File: config.mk
export PLATFORM = sky130hd
export DESIGN_NAME = pcd_dma
export DESIGN_NICKNAME = d
export VERILOG_FILES = /design/src/rtl/pcd_pkg.sv /design/src/rtl/pcd_dma.sv /design/src/rtl/pcd_sticky.sv /design/src/rtl/pcd_sync.sv
export VERILOG_INCLUDE_DIRS = /design/src /design/src/rtl
export SDC_FILE = /design/constraint.sdc
export NUM_CORES = 2
export LEC_CHECK = 0
export BUFFER_PORTS_ARGS = -buffer_cell sky130_fd_sc_hd__buf_2
export CAP_MARGIN = 40
export CORE_UTILIZATION = 30
export CTS_CLUSTER_SIZE = 24
export DETAILED_ROUTE_END_ITERATION = 6
export GPL_ROUTABILITY_DRIVEN = 1
export HOLD_SLACK_MARGIN = 0.15
export PLACE_DENSITY = 0.55
export SETUP_SLACK_MARGIN = 0.5
export SYNTH_ARGS = -nofsm -noshare
export SYNTH_HDL_FRONTEND = slang
export SYNTH_SLANG_ARGS = --single-unit
File: constraint.sdc
create_clock -name clk_sys -period 20 [get_ports clk_sys]
set_input_delay 1 -clock clk_sys [delete_from_list [all_inputs] [get_ports clk_sys]]
set_output_delay 1 -clock clk_sys [all_outputs]
set_load 0.05 [all_outputs]
File: src/rtl/pcd_defines.svh
// Register map, field positions, reset values and limits of the DMA engine
`ifndef PCD_DEFINES_SVH
`define PCD_DEFINES_SVH
// Register byte offsets on APB
`define PCD_A_CFG 8'h00
`define PCD_A_STATUS 8'h04
`define PCD_A_MASK 8'h08
`define PCD_A_CPTR_LO 8'h0C
`define PCD_A_CPTR_HI 8'h10
`define PCD_A_LADDR 8'h14
`define PCD_A_PADDR 8'h18
`define PCD_A_COUNT 8'h1C
// Configuration register fields
`define PCD_CFG_CHRST 0
`define PCD_CFG_START 1
`define PCD_CFG_DIR 2
`define PCD_CFG_SIZE_LO 3
`define PCD_CFG_SIZE_HI 4
`define PCD_CFG_CDIE 8
`define PCD_CFG_XDIE 9
`define PCD_CFG_ERIE 10
`define PCD_CFG_CHACT 12
`define PCD_CFG_RST 32'h0000_0001
`define PCD_CFG_WM_IDLE 32'h0000_071D
`define PCD_CFG_WM_BUSY 32'h0000_0701
// Status and mask register fields
`define PCD_ST_W 10
`define PCD_ST_STALL 0
`define PCD_ST_SETUP 1
`define PCD_ST_PCIF 2
`define PCD_ST_FETCH 3
`define PCD_ST_DATA 4
`define PCD_ST_XDONE 8
`define PCD_ST_CDONE 9
`define PCD_ERR_MASK 10'h01F
`define PCD_MASK_RST 10'h31F
// Descriptor layout: chain 0x00, local 0x08, PCI 0x10, count 0x18
`define PCD_D_SHIFT 3
`define PCD_D_CHAIN 2'h0
`define PCD_D_LADDR 2'h1
`define PCD_D_PADDR 2'h2
`define PCD_D_COUNT 2'h3
// Transfer units and limits
`define PCD_DW_BYTES 32'h0000_0004
`define PCD_QW_BYTES 32'h0000_0008
`define PCD_ALIGN_HI 2
`define PCD_STALL_LIMIT 16'h0100
`define PCD_IRQ_NUM 5'h0F
`endif

File: src/rtl/pcd_pkg.sv
// Types shared by the DMA engine files
package pcd_pkg;
  typedef enum logic [2:0] {
    st_idle, st_fetch, st_check, st_read, st_write, st_next
  } pcd_state_t;
  typedef enum logic [1:0] {
    sz_dword, sz_qword, sz_burst, sz_bad
  } pcd_size_t;
endpackage : pcd_pkg

File: src/rtl/pcd_dma.sv
// PCI DMA engine: APB registers, descriptor chaining, mover, interrupt
`include "pcd_defines.svh"
module pcd_dma (
  // System clock and reset
  input wire logic clk_sys,
  input wire logic rst,
  // APB slave
  input wire logic psel,
  input wire logic penable,
  input wire logic pwrite,
  input wire logic [7:0] paddr,
  input wire logic [31:0] pwdata,
  output logic [31:0] prdata,
  output logic pready,
  output logic pslverr,
  // Local memory master
  output logic mem_req,
  output logic mem_we,
  output logic [31:0] mem_addr,
  output logic [63:0] mem_wdata,
  output logic [1:0] mem_size,
  input wire logic mem_ack,
  input wire logic mem_err,
  input wire logic [63:0] mem_rdata,
  // PCI side master, four-phase handshake
  input wire logic pci_clk,
  output logic pci_req,
  output logic pci_we,
  output logic [31:0] pci_addr,
  output logic [63:0] pci_wdata,
  output logic [1:0] pci_size,
  input wire logic pci_ack,
  input wire logic pci_err,
  input wire logic [63:0] pci_rdata,
  // Interrupt
  output logic irq,
  output logic [4:0] irq_num
);
  pcd_pkg::pcd_state_t state, next_state;
  pcd_pkg::pcd_size_t size_sel;
  logic pci_clk_s, pci_ack_s, pci_err_s, pci_clk_q;
  logic [63:0] pci_rdata_s;
  logic [1:0] fetch_idx, next_fetch_idx;
  logic chain_active, next_chain_active, chain_more, next_chain_more;
  logic [31:0] desc_base, next_desc_base;
  logic [63:0] data_buf, next_data_buf, rd_word;
  logic [15:0] stall_cnt, next_stall_cnt;
  logic [31:0] cfg, next_cfg, cfg_wm;
  logic [`PCD_ST_W-1:0] mask, next_mask, status, st_set, st_clr, en_vec;
  logic [63:0] chain_pointer_reg, next_cptr;
  logic [31:0] local_addr_reg, next_laddr, pci_addr_reg, next_paddr;
  logic [31:0] byte_count_reg, next_count, unit, rd_mux;
  logic next_mem_req, next_mem_we, next_pci_req, next_pci_we;
  logic [31:0] next_mem_addr, next_pci_addr;
  logic [63:0] next_mem_wdata, next_pci_wdata;
  logic [1:0] next_mem_size, next_pci_size;
  logic [31:0] next_prdata;
  logic next_pready, next_pslverr, next_irq, rd_ok;
  logic apb_wr, busy, pci_edge, setup_bad, abort, step_done, to_pci;

  // Link inputs pass two flip-flops before use
  pcd_sync #(.W(1)) u_sync_clk (.clk_sys(clk_sys), .rst(rst),
    .din(pci_clk), .dout(pci_clk_s));
  pcd_sync #(.W(1)) u_sync_ack (.clk_sys(clk_sys), .rst(rst),
    .din(pci_ack), .dout(pci_ack_s));
  pcd_sync #(.W(1)) u_sync_err (.clk_sys(clk_sys), .rst(rst),
    .din(pci_err), .dout(pci_err_s));
  pcd_sync #(.W(64)) u_sync_dat (.clk_sys(clk_sys), .rst(rst),
    .din(pci_rdata), .dout(pci_rdata_s));

  // Sticky status flags
  pcd_sticky #(.W(`PCD_ST_W)) u_status (.clk_sys(clk_sys), .rst(rst),
    .set(st_set), .clr(st_clr), .q(status));

  // Decodes and derived values
  assign apb_wr = psel & penable & pready & pwrite;
  assign busy = (state != pcd_pkg::st_idle);
  assign pci_edge = pci_clk_s & ~pci_clk_q;
  assign size_sel =
    pcd_pkg::pcd_size_t'(cfg[`PCD_CFG_SIZE_HI:`PCD_CFG_SIZE_LO]);
  assign unit = (size_sel == pcd_pkg::sz_dword) ? `PCD_DW_BYTES
                                                : `PCD_QW_BYTES;
  assign setup_bad = (size_sel == pcd_pkg::sz_bad) |
    ((size_sel != pcd_pkg::sz_dword) &
     (|{local_addr_reg[`PCD_ALIGN_HI:0], pci_addr_reg[`PCD_ALIGN_HI:0],
        byte_count_reg[`PCD_ALIGN_HI:0]}));
  assign cfg_wm = busy ? `PCD_CFG_WM_BUSY : `PCD_CFG_WM_IDLE;

  // Interrupt enables laid out like the status register
  always_comb
  begin
    en_vec = `PCD_ERR_MASK & {`PCD_ST_W{cfg[`PCD_CFG_ERIE]}};
    en_vec[`PCD_ST_XDONE] = cfg[`PCD_CFG_XDIE];
    en_vec[`PCD_ST_CDONE] = cfg[`PCD_CFG_CDIE];
    next_irq = |(status & mask & en_vec);
  end

  // Register read mux
  always_comb
  begin
    rd_ok = 1'b1;
    rd_mux = '0;
    case (paddr)
      `PCD_A_CFG:
      begin
        rd_mux = cfg;
        rd_mux[`PCD_CFG_CHACT] = chain_active;
      end
      `PCD_A_STATUS: rd_mux[`PCD_ST_W-1:0] = status;
      `PCD_A_MASK: rd_mux[`PCD_ST_W-1:0] = mask;
      `PCD_A_CPTR_LO: rd_mux = chain_pointer_reg[31:0];
      `PCD_A_CPTR_HI: rd_mux = chain_pointer_reg[63:32];
      `PCD_A_LADDR: rd_mux = local_addr_reg;
      `PCD_A_PADDR: rd_mux = pci_addr_reg;
      `PCD_A_COUNT: rd_mux = byte_count_reg;
      default: rd_ok = 1'b0;
    endcase
  end

  // APB answer: ready in the first access cycle
  always_comb
  begin
    next_pready = psel & ~penable;
    next_prdata = prdata;
    next_pslverr = pslverr;
    if (psel & ~penable)
    begin
      next_prdata = rd_mux;
      next_pslverr = ~rd_ok;
    end
  end

  // Register writes and the transfer sequencer
  always_comb
  begin
    next_state = state;
    next_fetch_idx = fetch_idx;
    next_chain_active = chain_active;
    next_chain_more = chain_more;
    next_desc_base = desc_base;
    next_data_buf = data_buf;
    next_stall_cnt = stall_cnt;
    next_cfg = cfg;
    next_mask = mask;
    next_cptr = chain_pointer_reg;
    next_laddr = local_addr_reg;
    next_paddr = pci_addr_reg;
    next_count = byte_count_reg;
    next_mem_req = mem_req;
    next_mem_we = mem_we;
    next_mem_addr = mem_addr;
    next_mem_wdata = mem_wdata;
    next_mem_size = mem_size;
    next_pci_req = pci_req;
    next_pci_we = pci_we;
    next_pci_addr = pci_addr;
    next_pci_wdata = pci_wdata;
    next_pci_size = pci_size;
    st_set = '0;
    st_clr = '0;
    abort = 1'b0;
    step_done = 1'b0;
    rd_word = '0;
    to_pci = (state == pcd_pkg::st_read) ? cfg[`PCD_CFG_DIR]
                                         : ~cfg[`PCD_CFG_DIR];
    if (apb_wr)
    begin
      case (paddr)
        `PCD_A_CFG:
        begin
          next_cfg = (cfg & ~cfg_wm) | (pwdata & cfg_wm);
          if (!busy && pwdata[`PCD_CFG_START] && !pwdata[`PCD_CFG_CHRST])
          begin
            next_cfg[`PCD_CFG_START] = 1'b1;
            next_state = pcd_pkg::st_check;
          end
        end
        `PCD_A_STATUS: st_clr = pwdata[`PCD_ST_W-1:0];
        `PCD_A_MASK: next_mask = pwdata[`PCD_ST_W-1:0];
        `PCD_A_CPTR_LO:
          if (!busy)
          begin
            next_cptr[31:0] = pwdata;
            if ({chain_pointer_reg[63:32], pwdata} != '0 &&
                !cfg[`PCD_CFG_CHRST])
            begin
              next_state = pcd_pkg::st_fetch;
              next_chain_active = 1'b1;
              next_cfg[`PCD_CFG_START] = 1'b1;
              next_desc_base = pwdata;
              next_fetch_idx = `PCD_D_CHAIN;
            end
          end
        `PCD_A_CPTR_HI: if (!busy) next_cptr[63:32] = pwdata;
        `PCD_A_LADDR: if (!busy) next_laddr = pwdata;
        `PCD_A_PADDR: if (!busy) next_paddr = pwdata;
        `PCD_A_COUNT: if (!busy) next_count = pwdata;
        default: ;
      endcase
    end
    unique case (state)
      pcd_pkg::st_idle: next_stall_cnt = '0;
      pcd_pkg::st_fetch:
        if (!mem_req)
        begin
          next_mem_req = 1'b1;
          next_mem_we = 1'b0;
          next_mem_size = pcd_pkg::sz_qword;
          next_mem_addr = desc_base +
            (32'(fetch_idx) << `PCD_D_SHIFT);
        end
        else if (mem_ack)
        begin
          next_mem_req = 1'b0;
          if (mem_err)
          begin
            st_set[`PCD_ST_FETCH] = 1'b1;
            abort = 1'b1;
          end
          else
          begin
            unique case (fetch_idx)
              `PCD_D_CHAIN:
              begin
                next_chain_more = |mem_rdata;
                if (|mem_rdata)
                  next_cptr = mem_rdata;
              end
              `PCD_D_LADDR: next_laddr = mem_rdata[31:0];
              `PCD_D_PADDR: next_paddr = mem_rdata[31:0];
              `PCD_D_COUNT: next_count = mem_rdata[31:0];
            endcase
            if (fetch_idx == `PCD_D_COUNT)
              next_state = pcd_pkg::st_check;
            next_fetch_idx = fetch_idx + 2'h1;
          end
        end
      pcd_pkg::st_check:
        if (setup_bad)
        begin
          st_set[`PCD_ST_SETUP] = 1'b1;
          abort = 1'b1;
        end
        else if (byte_count_reg == '0)
          next_state = pcd_pkg::st_next;
        else
          next_state = pcd_pkg::st_read;
      pcd_pkg::st_read, pcd_pkg::st_write:
      begin
        if (!to_pci)
        begin
          if (!mem_req)
          begin
            next_mem_req = 1'b1;
            next_mem_we = (state == pcd_pkg::st_write);
            next_mem_addr = local_addr_reg;
            next_mem_wdata = data_buf;
            next_mem_size = size_sel;
          end
          else if (mem_ack)
          begin
            next_mem_req = 1'b0;
            step_done = ~mem_err;
            rd_word = mem_rdata;
            st_set[`PCD_ST_DATA] = mem_err;
            abort = mem_err;
          end
        end
        else if (!pci_req && !pci_ack_s)
        begin
          next_pci_req = 1'b1;
          next_pci_we = (state == pcd_pkg::st_write);
          next_pci_addr = pci_addr_reg;
          next_pci_wdata = data_buf;
          next_pci_size = size_sel;
          next_stall_cnt = '0;
        end
        else if (pci_req && pci_ack_s)
        begin
          next_pci_req = 1'b0;
          step_done = ~pci_err_s;
          rd_word = pci_rdata_s;
          st_set[`PCD_ST_PCIF] = pci_err_s;
          abort = pci_err_s;
        end
        else if (pci_req && pci_edge)
        begin
          next_stall_cnt = stall_cnt + 16'h0001;
          if (stall_cnt == `PCD_STALL_LIMIT)
          begin
            st_set[`PCD_ST_STALL] = 1'b1;
            abort = 1'b1;
          end
        end
        if (step_done && state == pcd_pkg::st_read)
        begin
          next_data_buf = rd_word;
          next_state = pcd_pkg::st_write;
        end
        else if (step_done)
        begin
          next_laddr = local_addr_reg + unit;
          next_paddr = pci_addr_reg + unit;
          next_count = byte_count_reg - unit;
          next_state = pcd_pkg::st_read;
          if (byte_count_reg <= unit)
          begin
            next_count = '0;
            next_state = pcd_pkg::st_next;
          end
        end
      end
      pcd_pkg::st_next:
      begin
        st_set[`PCD_ST_XDONE] = 1'b1;
        if (chain_active && chain_more)
        begin
          next_state = pcd_pkg::st_fetch;
          next_desc_base = chain_pointer_reg[31:0];
          next_fetch_idx = `PCD_D_CHAIN;
        end
        else
        begin
          st_set[`PCD_ST_CDONE] = chain_active;
          next_chain_active = 1'b0;
          next_cfg[`PCD_CFG_START] = 1'b0;
          next_state = pcd_pkg::st_idle;
        end
      end
      default: next_state = pcd_pkg::st_idle;
    endcase
    // Abort or channel reset drops every request
    if (abort || cfg[`PCD_CFG_CHRST])
    begin
      next_state = pcd_pkg::st_idle;
      next_chain_active = 1'b0;
      next_cfg[`PCD_CFG_START] = 1'b0;
      next_mem_req = 1'b0;
      next_pci_req = 1'b0;
    end
  end

  // State registers
  always_ff @(posedge clk_sys or posedge rst)
  begin
    if (rst)
    begin
      state <= pcd_pkg::st_idle;
      fetch_idx <= '0;
      chain_active <= 1'b0;
      chain_more <= 1'b0;
      desc_base <= '0;
      data_buf <= '0;
      stall_cnt <= '0;
      pci_clk_q <= 1'b0;
      cfg <= `PCD_CFG_RST;
      mask <= `PCD_MASK_RST;
      chain_pointer_reg <= '0;
      local_addr_reg <= '0;
      pci_addr_reg <= '0;
      byte_count_reg <= '0;
      {mem_req, mem_we, mem_addr, mem_wdata, mem_size} <= '0;
      {pci_req, pci_we, pci_addr, pci_wdata, pci_size} <= '0;
      {prdata, pready, pslverr, irq} <= '0;
      irq_num <= `PCD_IRQ_NUM;
    end
    else
    begin
      state <= next_state;
      fetch_idx <= next_fetch_idx;
      chain_active <= next_chain_active;
      chain_more <= next_chain_more;
      desc_base <= next_desc_base;
      data_buf <= next_data_buf;
      stall_cnt <= next_stall_cnt;
      pci_clk_q <= pci_clk_s;
      cfg <= next_cfg;
      mask <= next_mask;
      chain_pointer_reg <= next_cptr;
      local_addr_reg <= next_laddr;
      pci_addr_reg <= next_paddr;
      byte_count_reg <= next_count;
      mem_req <= next_mem_req;
      mem_we <= next_mem_we;
      mem_addr <= next_mem_addr;
      mem_wdata <= next_mem_wdata;
      mem_size <= next_mem_size;
      pci_req <= next_pci_req;
      pci_we <= next_pci_we;
      pci_addr <= next_pci_addr;
      pci_wdata <= next_pci_wdata;
      pci_size <= next_pci_size;
      prdata <= next_prdata;
      pready <= next_pready;
      pslverr <= next_pslverr;
      irq <= next_irq;
      irq_num <= `PCD_IRQ_NUM;
    end
  end
endmodule : pcd_dma

File: src/rtl/pcd_sticky.sv
// Sticky status bits, set by hardware, cleared by writing one
module pcd_sticky #(
  parameter int W = 10
) (
  // Clock and reset
  input wire logic clk_sys,
  input wire logic rst,
  // Set and clear strobes
  input wire logic [W-1:0] set,
  input wire logic [W-1:0] clr,
  output logic [W-1:0] q
);
  logic [W-1:0] next_q;

  // Set wins over a clear in the same cycle
  always_comb
  begin
    next_q = (q & ~clr) | set;
  end

  always_ff @(posedge clk_sys or posedge rst)
  begin
    if (rst)
      q <= '0;
    else
      q <= next_q;
  end
endmodule : pcd_sticky

File: src/rtl/pcd_sync.sv
// Two flip-flop synchroniser for inputs from outside the system clock
module pcd_sync #(
  parameter int W = 1
) (
  // Clock and reset
  input wire logic clk_sys,
  input wire logic rst,
  // Data
  input wire logic [W-1:0] din,
  output logic [W-1:0] dout
);
  logic [W-1:0] meta;

  // Only the second stage reads the first
  always_ff @(posedge clk_sys or posedge rst)
  begin
    if (rst)
    begin
      meta <= '0;
      dout <= '0;
    end
    else
    begin
      meta <= din;
      dout <= meta;
    end
  end
endmodule : pcd_sync

Word-level counts from Yosys, hierarchy flattened
Index checks and enable logic that the tools add are counted.
W data, S select, Z words.
- register bits after elaboration: 701
- bits of input ports: 178
- word-level logic and storage cells: 298
- $add $sub $neg: 6
- order comparisons: 1
- equal/unequal tests: 24
- mux-type cells: 162
- bitwise operators: 24
- reductions and logical operators: 43
- operators by type and width (operator ; number):
    $mux W32 ; 41
    $mux W64 ; 12
    $pmux W32 S2 ; 4
    $pmux W22 S6 ; 1
    $pmux W10 S8 ; 1
    $add A32 B4 Y32 ; 2
    $mux W16 ; 4
    $reduce_bool A64 Y1 ; 1
    $reduce_or A64 Y1 ; 1
    $mux W1 ; 59
    $mux W3 ; 14
    $add A32 B5 Y32 ; 1
    $and A32 B11 Y32 ; 1
    $and A32 B32 Y32 ; 1
    $eq A8 B5 Y1 const B ; 4
    $le A32 B4 Y1 ; 1
    $logic_not A32 Y1 ; 1
    $not A11 Y32 ; 1
    $or A32 B32 Y32 ; 1
    $pmux W16 S2 ; 1
    $sub A32 B4 Y32 ; 1
    $and A10 B10 Y10 ; 3
    $mux W2 ; 13
    $mux W10 ; 2
    other kinds (40) ; 89

Logic depth before layout (Yosys ltp)
- depth after elaboration: 13
- mapped depth: 11
- depth with buffers taken out: 9

Hierarchy
Synthesis repeated with hierarchy kept, for this count alone.
- cell total of the unflattened synthesis: 2809
- area total of the unflattened synthesis: 31194.9 um^2
- by module, submodules not included (module ; instances ; cells each ; area each (um^2) ; seq. area each (um^2)):
    pcd_dma ; 1 ; 2640 ; 27460.1 ; 13347.8
    pcd_sync at u_sync_dat ; 1 ; 129 ; 3206.8 ; 3203.1
    pcd_sticky ; 1 ; 31 ; 366.6 ; 250.2
    pcd_sync at u_sync_ack ... ; 3 ; 3 ; 53.8 ; 50.0

Least setup slack after synthesis
Ideal clock, no wire load.
- path type: input to register
- start point: input pwrite
- end point: register local_addr_reg[22]
- arrival time: 2907 ps
- required time: 19874 ps
- setup slack: 16967 ps
- cell stages on the path: 9
- path through: nand4_1 -> or4_1 -> clkbuf_1 -> nor4b_1 -> buf_2 -> buf_2 -> mux2i_1 -> nor2_1 -> a221o_1
- longest elaborated chain between the ends: 7
- elaborated cells between the ends (all ways): 9
- RTL lines (element ; line ; text):
    start: declaration ; pcd_dma.sv:10 ; input wire logic pwrite,
    $and A1 B1 Y1 (*) ; pcd_dma.sv:76 ; assign apb_wr = psel & penable & pready & pwrite;
    $mux W32 (*) ; pcd_dma.sv:166 ; if (apb_wr)
    $mux W32 ; pcd_dma.sv:222 ; unique case (fetch_idx)
    $mux W32 ; pcd_dma.sv:215 ; if (mem_err)
    $mux W32 ; pcd_dma.sv:212 ; else if (mem_ack)
    $mux W32 ; pcd_dma.sv:204 ; if (!mem_req)
    $pmux W32 S2 (*) ; pcd_dma.sv:201 ; unique case (state)
    net next_laddr[22] ; pcd_dma.sv:51 ; logic [31:0] local_addr_reg, next_laddr, pci_addr_reg, next_paddr;
    end signal: assignment ; pcd_dma.sv:380 ; local_addr_reg <= next_laddr;
    end: declaration ; pcd_dma.sv:51 ;
The timed path passes the listed nets; every way through them passes the cells marked *.
A chain may end at the register's enable or synchronous reset.

==> metrics.md <==
| Metric | Value |
|---|---|
| Placed cell count | 4480 |
| R2r endpoint | byte_count_reg[1] |
| Total wire length after detailed routing | 120000 um |
| Final net count | 3395 |
| Area of the core | 0.102 mm^2 |
| Area Overhead vs Synth | 21.6% |
| Top cell type's share of synthesized area | 0.540 |
| DIE WIDTH | 323 um |
| Outcome | finished, final reports clean |
| Final hold violation count | 0 |
| Slew headroom | 0.276 |
| Smallest hold slack | 0.338 ns |
| CTS H-tree lvls | 3 |
| Total setup violations reported at the end of the flow | 0 |
| Clock buffers created by TritonCTS | 81 |
| R2R Setup Slk | 16.04 ns |
| Number of synthesized register bits | 677 |
| Clock transition time at the flip-flop clock pins of the worst setup and hold paths | 0.06 ns |
| Mapped Cells | 2828 |
| Post-Layout Cell Count | 4637 |
| VDD IR-drop max | 0.0545 mV |
| Class of the worst hold path | register to register |
| Total Die Area | 0.105 mm^2 |
| Post-synth EDFFs | 0 |
| Count of cells resized by post-cts repair | 0 |
| Violation count after the first detailed-route iteration | 2421 |
| Largest cells by area after synthesis | sky130_fd_sc_hd__dfrtp_1, sky130_fd_sc_hd__mux2_2, sky130_fd_sc_hd__mux2i_1 |
| Kind of start point of the critical path | register |
| Ys Warns | 0 |
| Worst-skew pair later-pin latency | 0.67 ns |
| Hold bufs inserted after CTS | 0 |
| Worst-case clock skew | 0.0251 ns |
| Ratio of total power to cell area | 90.6 mW/mm^2 |
| PnR worst setup slack | 16.04 ns |
| Netlist area before placement | 0.0310 mm^2 |
| Total half-perimeter wirelength after legalization and detailed placement | 87400 um |
| Static power due to leakage | 16.8 nW |
| Iteration count of the initial detailed-routing pass | 5 |
| Wire per inst | 25.8 um |
| Commonest cells after routing, fill and taps aside | sky130_fd_sc_hd__dfrtp_1, sky130_fd_sc_hd__buf_2, sky130_fd_sc_hd__nand2_1 |
| Largest net degree at the start of global routing | 165 |
| Clk sinks | 677 |
| Starting density of the core | 0.304 |
| CP endpoint kind | register |
| Arrival time at the worst endpoint | 4.51 ns |
| Largest fanout on the critical path | 18 |
| Number of cells traversed by the worst register-to-register path | 8 |
| Number of cells on the worst hold path | 0 |
| Required time at the worst-slack endpoint | 20.55 ns |
| Die span in y | 323 um |
| Unrepaired setup endpoints after global routing | no |
| First-pass GRT wire length | 173000 um |
| Post-route fraction of the period consumed by the critical path | 0.198 |
| Layout fillers | 10100 |
| Design Area, Final | 0.0377 mm^2 |
| Clock Tree Root | sky130_fd_sc_hd__clkbuf_16 |
| Cell type with the highest aggregate area in the netlist | sky130_fd_sc_hd__dfrtp_1 |
| Antenna violations before repair | 21 |
| Final weighted congestion in routability-driven placement | 0.927 |
| Total number of vias | 24700 |
| Number of buffers added on ports | 412 |
| Number of top-level design ports | 418 |
| Launch instance of the worst min-delay path | u_sync_dat.meta[46] |
| Post-route ant nets | 0 |
| Max capacitance violation total | 0 |
| Clock buffer depth | 3 |
| Post-synthesis average cell area | 11.0 um^2 |
| Overall fraction of global-route tracks in use | 0.226 |
| Most frequent standard cell in the layout excluding fill and tap cells | sky130_fd_sc_hd__dfrtp_1 |
| Fraction of registers with async set/reset | 1.00 |
| Number of global-route vias before repair | 24200 |
| Buffers inserted by post-CTS timing repair | 0 |
| Vias/cell | 5.33 |
| Layout cells sized above 1 | 0.259 |
| Clock tree from TritonCTS | done |
| Sum Neg Setup Slack | 0 ns |
| Number of max-slew violations in the final report | 0 |
| Worst-case hold path end point | u_sync_dat.dout[46] |
| Critical path class | register to register |
| Most used flip-flop cell after synthesis | sky130_fd_sc_hd__dfrtp_1 |
| Count of cell types in the netlist | 71 |
| Site Rows | 117 |
| Final min period | 3.96 ns |
| Placed Instance Area | 0.0348 mm^2 |
| Global-route congestion overflow total | 0 |
| Residual DRC | 0 |
| Sequential element share of the synthesized area | 0.547 |
| Worst Tran Pin Value | 1.08 ns |
| Highest attainable clock frequency | 0.253 GHz |
| Pre-CTS worst setup slack | 15.99 ns |
-- cells in the mapped netlist, drive strengths merged (30+ instances only) --
| cell type | n |
|---|---|
| buf | 58 |
| nor4 | 52 |
| xnor2 | 59 |
| xor2 | 51 |
| o221ai | 43 |
| a22oi | 99 |
| nor3 | 30 |
| mux2i | 204 |
| nand4 | 42 |
| nand2 | 383 |
| clkbuf | 140 |
| dfrtp | 669 |
| nand3 | 48 |
| nor2 | 98 |
| mux2 | 199 |
| o21ai | 340 |
-- final cells by class --
type / count / area [um^2] / area share
sequential: 677 / 17000 / 0.450
multi-input combinational: 1927 / 13200 / 0.350
timing repair buffer: 480 / 2820 / 0.0748
clock buffer: 116 / 2330 / 0.0618
tap: 1368 / 1710 / 0.0454
clock inverter: 29 / 562 / 0.0149
inverter: 29 / 113 / 0.00299
antenna: 11 / 27.5 / 0.000730
-- kinds of logic after synthesis --
group | synth area share
simple gates | 0.114
buf+inv | 0.0302
fa+ha+maj | 0.00977
mux | 0.140
compound gates | 0.127
xor+xnor | 0.0311
flops | 0.547
other cells | 0.000242
-- power breakdown --
group | internal, mW | switching (mW)
logic | 0.0793 | 0.273
registers | 1.43 | 0.0399
clock network | 0.961 | 0.632
-- through the flow --
step	utilization	total power [mW]
6_report	0.369	3.41
5_1_grt	0.369	3.53
4_1_cts	0.369	3.45
3_5_place_dp	0.341	1.85
3_3_place_gp	0.337	1.84
2_1_floorplan	-	1.70
-- worst max-delay path: stages (launching register included) --
cell	delay [ns]
sky130_fd_sc_hd__dfrtp_1	0.51
sky130_fd_sc_hd__nor2_1	0.73
sky130_fd_sc_hd__ha_1	0.34
sky130_fd_sc_hd__fa_1	0.37
sky130_fd_sc_hd__a31oi_1	0.12
sky130_fd_sc_hd__nor4_1	0.67
sky130_fd_sc_hd__or3_1	0.71
sky130_fd_sc_hd__o21ai_0	0.19
sky130_fd_sc_hd__a21o_1	0.21
-- worst max path at each step --
stage               startpoint                    endpoint  cells after the start
floorplan                  rst  asynchronous set/reset pin                      1
global placement      paddr[4]          byte_count_reg[17]                      8
detailed placement         rst                data_buf[44]                      7
CTS                   register           byte_count_reg[1]                      8
global route          register           byte_count_reg[1]                      8
finish                register           byte_count_reg[1]                      8
-- per-layer routing --
layer / global-route usage / share of wire / wire length [um]
met1: 0.282 / 0.40 / 47700
met2: 0.368 / 0.48 / 57600
met3: 0.0515 / 0.071 / 8540
met4: 0.108 / 0.047 / 5650
met5: 0 / 0.00079 / 95
Power figures use the tool's default switching activity.
